===== src/sadc_params.svh =====
`ifndef SADC_PARAMS_SVH
`define SADC_PARAMS_SVH

`define SADC_WORD_BITS      16
`define SADC_CHAIN_LEN      2
`define SADC_CLK_MHZ        40

// internal conversion duration on the device clock
`define SADC_T_CONV_NS      500
`define SADC_CONV_CYCLES    ((`SADC_T_CONV_NS * `SADC_CLK_MHZ) / 1000)

// host side waits, least times, so rounded up
`define SADC_T_CONV_MAX_NS  800
`define SADC_WAIT_CYCLES    ((`SADC_T_CONV_MAX_NS * `SADC_CLK_MHZ + 999) / 1000)
`define SADC_T_BUSY_TMO_NS  2000
`define SADC_TMO_CYCLES     ((`SADC_T_BUSY_TMO_NS * `SADC_CLK_MHZ + 999) / 1000)

// low phase of the serial clock in host clock cycles; the high phase lasts two cycles more
`define SADC_SCLK_HALF      4

`define SADC_FIFO_DEPTH     2

`endif


===== src/sadc_pkg.sv =====
package sadc_pkg;

  typedef enum logic [1:0] {
    SADC_D_IDLE = 2'b00,
    SADC_D_CONV = 2'b01,
    SADC_D_ACQ  = 2'b10
  } sadc_dev_st_e;

  typedef enum logic [2:0] {
    SADC_H_IDLE  = 3'b000,
    SADC_H_SETUP = 3'b001,
    SADC_H_CONV  = 3'b010,
    SADC_H_HIGH  = 3'b011,
    SADC_H_SAMP  = 3'b100,
    SADC_H_PUSH  = 3'b101,
    SADC_H_LOW   = 3'b110,
    SADC_H_ENDF  = 3'b111
  } sadc_host_st_e;

  typedef logic [15:0] sadc_word_t;

  typedef struct packed {
    sadc_dev_st_e st;
    logic [7:0]   cnt;
    sadc_word_t   sample;
    sadc_word_t   result;
    logic         busy;
    logic         pre_bit;
    logic         drive_low;
    logic         chain;
    logic         powered;
    logic         ready;
    logic         cs_m;
    logic         cs_s;
    logic         cs_p;
    logic         din_m;
    logic         din_s;
    logic         din_p;
    logic         sck_m;
    logic         sck_s;
  } sadc_dev_s;

  typedef struct packed {
    logic       edge_seen;
    sadc_word_t shreg;
  } sadc_lnk_s;

  typedef struct packed {
    sadc_host_st_e st;
    logic [7:0]    tmr;
    logic [7:0]    edges;
    logic [4:0]    bits;
    sadc_word_t    sr;
    logic          busy;
    logic          pend;
    logic          cs;
    logic          sck;
    logic          sdi_m;
    logic          sdi_s;
    logic          sdi_p;
    sadc_word_t    f0;
    sadc_word_t    f1;
    logic [1:0]    fcnt;
    logic          fvalid;
    logic          idle;
  } sadc_host_s;

endpackage : sadc_pkg


===== src/sadc_link_if.sv =====
`timescale 1ns/1ps

interface sadc_link_if;
  logic convert_start;
  logic sclk;
  logic chain_in;
  logic chain_out;

  modport device (
    input  convert_start,
    input  sclk,
    input  chain_in,
    output chain_out
  );

  modport host (
    output convert_start,
    output sclk,
    input  chain_out
  );
endinterface : sadc_link_if


===== src/sadc_host.sv =====
`timescale 1ns/1ps
`include "sadc_params.svh"

module sadc_host
  import sadc_pkg::*;
(
  input  wire logic                       ref_clk_in,
  input  wire logic                       rst_in,
  input  wire logic                       clk_en_in,
  sadc_link_if.host                       link,
  input  wire logic                       start_in,
  input  wire logic                       busy_mode_in,
  output logic                            idle_out,
  output logic [`SADC_WORD_BITS-1:0]      word_data_out,
  output logic                            word_valid_out,
  input  wire logic                       word_ready_in
);

  localparam logic [7:0] HALF_LAST = 8'(`SADC_SCLK_HALF - 1);
  localparam logic [7:0] WAIT_LAST = 8'(`SADC_WAIT_CYCLES + 4 - 1);
  localparam logic [7:0] TMO_LAST  = 8'(`SADC_TMO_CYCLES - 1);
  localparam logic [7:0] DATA_EDGS = 8'(`SADC_WORD_BITS * `SADC_CHAIN_LEN);
  localparam logic [4:0] BIT_LAST  = 5'(`SADC_WORD_BITS - 1);
  localparam logic [1:0] FIFO_FULL = 2'(`SADC_FIFO_DEPTH);

  sadc_host_s h_q;
  sadc_host_s h_d;
  logic       push;
  logic       pop;
  logic [7:0] total;

  always_comb begin
    h_d = h_q;
    push = 1'h0;
    pop = 1'h0;
    total = 8'(DATA_EDGS + {7'h00, h_q.busy}); // RULE13 RULE14
    if (clk_en_in) begin
      pop = h_q.fvalid & word_ready_in;
      h_d.sdi_m = link.chain_out;
      h_d.sdi_s = h_q.sdi_m;
      h_d.sdi_p = h_q.sdi_s;
      unique case (h_q.st)
        SADC_H_IDLE: begin
          h_d.cs  = 1'h0;
          h_d.sck = 1'h0;
          if (start_in) begin
            h_d.busy = busy_mode_in;
            h_d.sck  = busy_mode_in; // RULE6 RULE7
            h_d.tmr  = 8'h00;
            h_d.st   = SADC_H_SETUP;
          end
        end
        SADC_H_SETUP: begin
          if (h_q.tmr == HALF_LAST) begin
            h_d.cs  = 1'h1; // RULE4
            h_d.tmr = 8'h00;
            h_d.st  = SADC_H_CONV;
          end
          else begin
            h_d.tmr = 8'(h_q.tmr + 8'h01);
          end
        end
        SADC_H_CONV: begin
          h_d.tmr = 8'(h_q.tmr + 8'h01);
          // timeout keeps a missing busy edge from hanging the host
          if ((h_q.busy && h_q.sdi_s && !h_q.sdi_p) || (!h_q.busy && h_q.tmr == WAIT_LAST) ||
              h_q.tmr == TMO_LAST) begin // RULE7 RULE6
            h_d.sck   = 1'h1;
            h_d.tmr   = 8'h00;
            h_d.edges = 8'h00;
            h_d.bits  = 5'h00;
            h_d.st    = SADC_H_HIGH;
          end
        end
        SADC_H_HIGH: begin
          if (h_q.tmr == HALF_LAST) begin
            h_d.st = SADC_H_SAMP;
          end
          else begin
            h_d.tmr = 8'(h_q.tmr + 8'h01);
          end
        end
        SADC_H_SAMP: begin
          // sampled just before the falling edge
          h_d.tmr = 8'h00;
          h_d.st  = SADC_H_PUSH;
          if (!(h_q.busy && h_q.edges == 8'h00)) begin // RULE14
            h_d.sr = {h_q.sr[`SADC_WORD_BITS-2:0], h_q.sdi_s}; // RULE15 RULE12
            if (h_q.bits == BIT_LAST) begin
              h_d.bits = 5'h00;
              h_d.pend = 1'h1;
            end
            else begin
              h_d.bits = 5'(h_q.bits + 5'h01);
            end
          end
        end
        SADC_H_PUSH: begin
          // a full buffer holds the clock high, so no bit is lost
          if (!h_q.pend || h_q.fcnt != FIFO_FULL) begin
            push      = h_q.pend;
            h_d.pend  = 1'h0;
            h_d.sck   = 1'h0;
            h_d.edges = 8'(h_q.edges + 8'h01); // RULE13
            h_d.st    = SADC_H_LOW;
          end
        end
        SADC_H_LOW: begin
          if (h_q.tmr == HALF_LAST) begin
            h_d.tmr = 8'h00;
            if (h_q.edges == total) begin
              h_d.cs = 1'h0; // RULE4
              h_d.st = SADC_H_ENDF;
            end
            else begin
              h_d.sck = 1'h1;
              h_d.st  = SADC_H_HIGH;
            end
          end
          else begin
            h_d.tmr = 8'(h_q.tmr + 8'h01);
          end
        end
        SADC_H_ENDF: begin
          if (h_q.tmr == HALF_LAST) begin
            h_d.tmr = 8'h00;
            h_d.st  = SADC_H_IDLE;
          end
          else begin
            h_d.tmr = 8'(h_q.tmr + 8'h01);
          end
        end
      endcase
      case ({push, pop})
        2'b10: begin
          if (h_q.fcnt == 2'h0) begin
            h_d.f0 = h_q.sr;
          end
          else begin
            h_d.f1 = h_q.sr;
          end
          h_d.fcnt = 2'(h_q.fcnt + 2'h1);
        end
        2'b01: begin
          h_d.f0   = h_q.f1;
          h_d.fcnt = 2'(h_q.fcnt - 2'h1);
        end
        2'b11: begin
          if (h_q.fcnt == 2'h1) begin
            h_d.f0 = h_q.sr;
          end
          else begin
            h_d.f0 = h_q.f1;
            h_d.f1 = h_q.sr;
          end
        end
        2'b00: begin
        end
      endcase
      h_d.fvalid = (h_d.fcnt != 2'h0);
      h_d.idle   = (h_d.st == SADC_H_IDLE);
    end
  end

  always_ff @(posedge ref_clk_in or posedge rst_in) begin
    if (rst_in) begin
      h_q <= '0;
    end
    else begin
      h_q <= h_d;
    end
  end

  assign link.convert_start = h_q.cs;
  assign link.sclk          = h_q.sck;
  assign idle_out           = h_q.idle;
  assign word_data_out      = h_q.f0;
  assign word_valid_out     = h_q.fvalid;

endmodule : sadc_host


===== src/flat_wrapper.sv =====
// flat-port wrapper written by rule: the top's interface ports become plain ports
module sadc_host_flat import sadc_pkg::*;
  (ref_clk_in, rst_in, clk_en_in, start_in, busy_mode_in, idle_out, word_data_out, word_valid_out, word_ready_in, link_convert_start, link_sclk, link_chain_out);
  sadc_link_if link_i ();
  input  wire logic ref_clk_in;
  input  wire logic rst_in;
  input  wire logic clk_en_in;
  input  wire logic start_in;
  input  wire logic busy_mode_in;
  output logic idle_out;
  output logic [`SADC_WORD_BITS-1:0] word_data_out;
  output logic word_valid_out;
  input  wire logic word_ready_in;
  output wire logic [$bits(link_i.convert_start)-1:0] link_convert_start;
  output wire logic [$bits(link_i.sclk)-1:0] link_sclk;
  input wire logic [$bits(link_i.chain_out)-1:0] link_chain_out;
  assign link_convert_start = link_i.convert_start;
  assign link_sclk = link_i.sclk;
  assign link_i.chain_out = link_chain_out;
  sadc_host u_core (.ref_clk_in(ref_clk_in), .rst_in(rst_in), .clk_en_in(clk_en_in), .link(link_i), .start_in(start_in), .busy_mode_in(busy_mode_in), .idle_out(idle_out), .word_data_out(word_data_out), .word_valid_out(word_valid_out), .word_ready_in(word_ready_in));
endmodule

===== config.mk =====
export PLATFORM = sky130hd
export DESIGN_NAME = sadc_host_flat
export DESIGN_NICKNAME = d
export VERILOG_FILES = /design/src/sadc_pkg.sv /design/src/sadc_link_if.sv /design/src/sadc_host.sv /design/src/flat_wrapper.sv
export VERILOG_INCLUDE_DIRS = /design/src /design/src/src
export SDC_FILE = /design/constraint.sdc
export NUM_CORES = 1
export LEC_CHECK = 0
export BUFFER_PORTS_ARGS = -buffer_cell sky130_fd_sc_hd__buf_2
export CAP_MARGIN = 10
export CORE_MARGIN = 5
export CORE_UTILIZATION = 55
export CTS_BUF_LIST = sky130_fd_sc_hd__clkbuf_16
export DETAILED_ROUTE_END_ITERATION = 16
export PLACE_DENSITY_LB_ADDON = 0.25
export REMOVE_ABC_BUFFERS = 1
export SLEW_MARGIN = 40
export SYNTH_ARGS = -nofsm -noshare
export SYNTH_HDL_FRONTEND = slang
export SYNTH_SLANG_ARGS = --single-unit

===== constraint.sdc =====
create_clock -name ref_clk_in -period 3.5 [get_ports ref_clk_in]
set_input_delay 0.525 -clock ref_clk_in [delete_from_list [all_inputs] [get_ports ref_clk_in]]
set_output_delay 0.525 -clock ref_clk_in [all_outputs]
set_load 0.02 [all_outputs]

Word level (Yosys, flattened, before mapping):

Index checks and enable logic that the tools add are counted.
Widths: inputs -> output; s select.

* flip-flop bits (word level): 83
* bits in latches: 0
* RAM bits: 0
* memory bits (read-only): 0
* bits of input ports: 7
* output and inout port bits: 20
* logic and storage cells: 130
* memories kept: 0

* add/subtract/negate cells: 6
* $mul: 0
* div/mod/pow operators: 0
* order comparisons: 0
* eq/ne operators: 30
* shifts and indexed selects: 0
* muxes and demuxes: 41
* bitwise gates (word level): 2
* reduce and logical (&&, ||, !) cells: 34

Operators with widths (count)
* $mux 16: 4
* $pmux 16 s3: 1
* $pmux 8 s5: 1
* $pmux 16 s2: 1
* $mux 24: 1
* $mux 8: 3
* $pmux 3 s8: 1
* $mux 21: 1
* $mux 3: 7
* $add 8x1->8 const B: 2
* $pmux 8 s2: 1
* $reduce_and 4->1: 4
* $ne 2x1->1 const B: 7
* $ne 2x2->1 const B: 7
* $eq 3x3->1 const B: 4
* $mux 1: 11
* $mux 11: 1
* $pmux 5 s2: 1
* $reduce_and 5->1: 2
* $reduce_bool 2->1: 5
* $reduce_and 3->1: 3
* $eq 8x2->1 const B: 1
* $eq 8x6->1 const B: 1
* $eq 8x7->1 const B: 1
* 29 further kinds: 42

Longest topological paths before layout:

* word-level depth: 9
* gate-level depth with buffers: 11
* depth with buffers taken out: 10

Worst setup path after synthesis:

OpenSTA, ideal clock, no wires.

* path kind: reg2reg
* start: reg u_core.h_q[82] in the netlist's numbering
* end: reg u_core.h_q[14] in the netlist's numbering
* setup time: 0.125 ns
* data arrival time: 2.522 ns
* required time: 3.375 ns
* path slack: 0.854 ns
* cell stages (with the launch flop): 10
* path buffers: 3
* clock period less this slack: 2.646 ns
* path through: dfrtp_1 > buf_2 > clkbuf_1 > and3b_1 > nand3b_1 > inv_1 > ha_1 > o2111ai_1 > clkbuf_1 > mux2_2

* cells in the longest elaborated chain, start to end: 6
* elaborated cells on any way between the ends: 10
* classes of those cells: 5 x eq/ne; 3 x mux; 2 x reduce/logical

RTL lines
* start: declaration: line sadc_host.sv:26 `sadc_host_s h_q;`
* start signal: assignment: line sadc_host.sv:167 `h_q <= '0;`
* start signal: assignment: line sadc_host.sv:170 `h_q <= h_d;`
* $eq 3x3->1 (*): line sadc_host.sv:42 `unique case (h_q.st)`
* $mux 1 (*): line sadc_host.sv:42
* $mux 1 (*): line sadc_host.sv:37 `if (clk_en_in) begin`
* $eq 2x2->1: line sadc_host.sv:134 `case ({push, pop})`
* $ne 2x2->1 (no line) or $reduce_bool 2->1 (tied branches)
* $reduce_and 4->1 (no line)

Mark *: on every way between the ends. The rest lies on a longest branch, timed or not. The select of a mux whose other input is x is not followed.
A chain may end at the register's enable or synchronous reset.

Final worst setup path:

* start: reg u_core.h_q[81] in the netlist's numbering
* end: reg u_core.h_q (netlist bit u_core.link.sclk)

* cells in the longest elaborated chain, start to end: 3
* elaborated cells on any way between the ends: 11
* classes of those cells: 7 x eq/ne; 1 x mux; 3 x reduce/logical

RTL lines (line)
* $eq 3x3->1 (tied with other cells): sadc_host.sv:42
* $ne 2x1->1 (no line) (tied with other cells)
* $reduce_and 6->1 (no line)

Parallel ways exist; a longest one is shown, timed or not.

==> results.tsv <==
stage	metric	value	unit
grt	antenna_found_initial	0	
setup_path	critical_path_peak_fanout	19	
routing	drc_errors	0	
grt	grtUsageTotal	19.4	%
routing	drt-wirelength-per-cell	16.5	um
routing	vias	3353	
routing	viasPerCell	6.14	
clock_tree	cts_tree	yes	
yosys	synth_top_area_share	47.2	%
floorplan	start_util	56.7	%
final_layout	layout-drive-gt1-share	21.4	%
yosys	syn_inst	430	
yosys	syn_avg_cell_area	10.2	um2
yosys	synth_warnings	0	
clock_tree	cts_max_level	3	
sta	worst_slack	0.922	ns
setup_path	required	3.72	ns
clock_tree	clockBufferDepth	2	
routing	ant_nets	0	
yosys	syn_area	4400	um2
clock_tree	cts_setup_buffers	0	
clock_tree	cts_hold_buf	0	
placement	gp_congestion	0.894	
sta	report.final.slew_viol_count	0	
placement	pre_cts_slack	0.984	ns
routing	routed_wl	9.03	mm
floorplan	io_pins	27	
setup_path	slowest_stage	dfrtp_1	
min_path	hp-class	primary input to asynchronous set/reset pin	
yosys	ys.flop_type	dfrtp_1	
yosys	ys_seq_area_share	47.2	%
yosys	ys_top_cells_by_count	dfrtp_1 (83), nor2_1 (35), a21oi_1 (32), nand2_1 (31), mux2_2 (30)	
yosys	async_flop_share	100	%
final_layout	fin_nets	457	
grt	grt_pass1_vias	3240	
routing	first_pass_iters	5	
grt	grt_pass1_wl	15.6	mm
placement	port_buffers	26	
grt	grt_overflow	0	
setup_path	worstPathArrival	2.80	ns
routing	drtIter0Drc	173	
yosys	synth_enable_flop_cells	0	
sta	setup_viol	0	
sta	skew	0.00563	ns
sta	finalHoldViolations	0	
floorplan	fp-row-count	32	
clock_tree	ctsResizeCount	0	
run_status	status	complete, no violations	
setup_path	cp_cell_sequence	nand2b_1 -> a311o_1 -> o21bai_2 -> o21bai_1 -> mux2_1	
yosys	synth_area_leaders	dfrtp_1 (47%), mux2_2 (7.7%), a21oi_1 (3.6%), ha_1 (3.1%), nor2_1 (3.0%)	
setup_path	endpoint_kind	flop	
setup_path	cp-start-kind	flop	
yosys	yosysTopAreaCell	dfrtp_1	
final_layout	antenna_cells	0	
power_and_ir_drop	leakagePower	2.20	nW
sta	min_period	2.58	ns
sta	slew-limit-headroom	50.4	%
clock_tree	clk_latency	0.34	ns
floorplan	die_w	99.4	um
clock_tree	numCtsBuffers	9	
job	drv_cap	0	
grt	grt_max_degree	36	
final_layout	area_growth	10.7	%
yosys	synth_seq_cells	83	
sta	worst_pin_slew	0.744	ns
clock_tree	path_clk_slew	0.07	ns
power_and_ir_drop	powerDensity	656	nW/um2
floorplan	core_area	7770	um2
placement	hpwlAfterDp	5.95	mm
clock_tree	clockRootBuffer	clkbuf_16	
sta	fmax	0.388	GHz
clock_tree	clock-sinks	83	
setup_path	timing_worst_setup_path_type	flop to flop	
yosys	yosys.cell_types.count	64	
floorplan	die_h	99.4	um
power_and_ir_drop	ir_worst_vdd	0.299	mV
sta	finalCritPeriodShare	73.7	%
setup_path	slowest_delay	0.68	ns
sta	tns	0	ns
sta	rsz0062_at_grt	no	
yosys	yosysMostFrequentCell	dfrtp_1	
floorplan	dieArea	9890	um2
[worst paths after layout]
| check | from | endpoint | slack, ns | depth (start not counted) |
|---|---|---|---|---|
| worst max register to register | u_core.h_q[81]$_DFFE_PP0P_ | u_core.link.sclk$_DFFE_PP0P_ | 0.92 | 5 |
| worst min-delay path | rst_in | u_core.word_data_out[13]$_DFFE_PP0P_ | 0.23 | 2 |
| max in group asynchronous | rst_in | u_core.word_data_out[5]$_DFFE_PP0P_ | 2.51 | 3 |
| worst min register to register | u_core.link.sclk$_DFFE_PP0P_ | u_core.link.sclk$_DFFE_PP0P_ | 0.51 | 1 |
| min in group ref_clk_in | link_chain_out | u_core.h_q[38]$_DFFE_PP0P_ | 0.44 | 2 |
| worst max-delay path | u_core.h_q[81]$_DFFE_PP0P_ | u_core.link.sclk$_DFFE_PP0P_ | 0.92 | 5 |
[cells by family after synthesis]
group,share of synthesized area [%]
XOR/XNOR,0.199
AND/OR/NAND/NOR,13.6
adder cells (fa/ha/maj),3.13
buffers and inverters,5.91
AO/OA/AOI/OAI,19.8
flip-flops,47.2
multiplexers,10.2
[per-stage QoR]
stage                     total power, mW  cell area (um2)  instances  utilization (%)  hold WS [ns]
after CTS                            3.22             4850        546             62.5         0.254
after global placement               2.13             4520        530             58.2         0.472
final                                3.20             4870        546             62.7         0.234
after global routing                 3.38             4870        546             62.7         0.281
after floorplan                      1.90             4200        394                -         0.460
after detailed placement             2.16             4520        530             58.2         0.487
[layer usage]
metal  global-route usage, %  wire length (um)
met5                       0                 0
met4                    6.41                80
met3                    4.07               433
met2                    30.8              4330
met1                    26.6              4180
[cell usage in the layout, fill, tap and decap left out, types with 10 or more instances in the layout]
cell / netlist / final
a21oi_1: 32 / 32
o21ai_0: 15 / 15
inv_1: 14 / 13
a22oi_1: 17 / 17
ha_1: 11 / 11
mux2_2: 30 / 30
nand3_1: 10 / 10
buf_2: 7 / 26
dfrtp_1: 83 / 83
nor2_1: 35 / 35
nand2_1: 31 / 31
[cell type report]
type / count / area, um2
Clock buffer: 9 / 225
Clock inverter: 7 / 106
Fill cell: 650 / 2900
Inverter: 15 / 57.6
Multi-Input combinational cell: 296 / 2090
Sequential cell: 83 / 2080
Tap cell: 102 / 128
Timing Repair Buffer: 34 / 190
[flip-flops by register name (all words and copies together), names as in the netlist]
signal                     cells
u_core.h_q                    63
u_core.idle_out                1
u_core.link.sclk               1
u_core.word_valid_out          1
u_core.link.convert_start      1
u_core.word_data_out          16
[critical path, delay by kind of cell, from the launching register on]
| kind | cells | cell delay, ns |
|---|---|---|
| and+or+nand+nor | 1 | 0.34 |
| AOI/OAI and AO/OA | 3 | 1.09 |
| muxes | 1 | 0.35 |
| DFF | 1 | 0.68 |
[report_power, final]
group,total [mW],switching [mW],internal (mW)
clock network,1.05,0.409,0.639
registers,1.34,0.174,1.17
logic,0.809,0.504,0.305
total,3.20,1.09,2.11
Power figures use the tool's default switching activity.
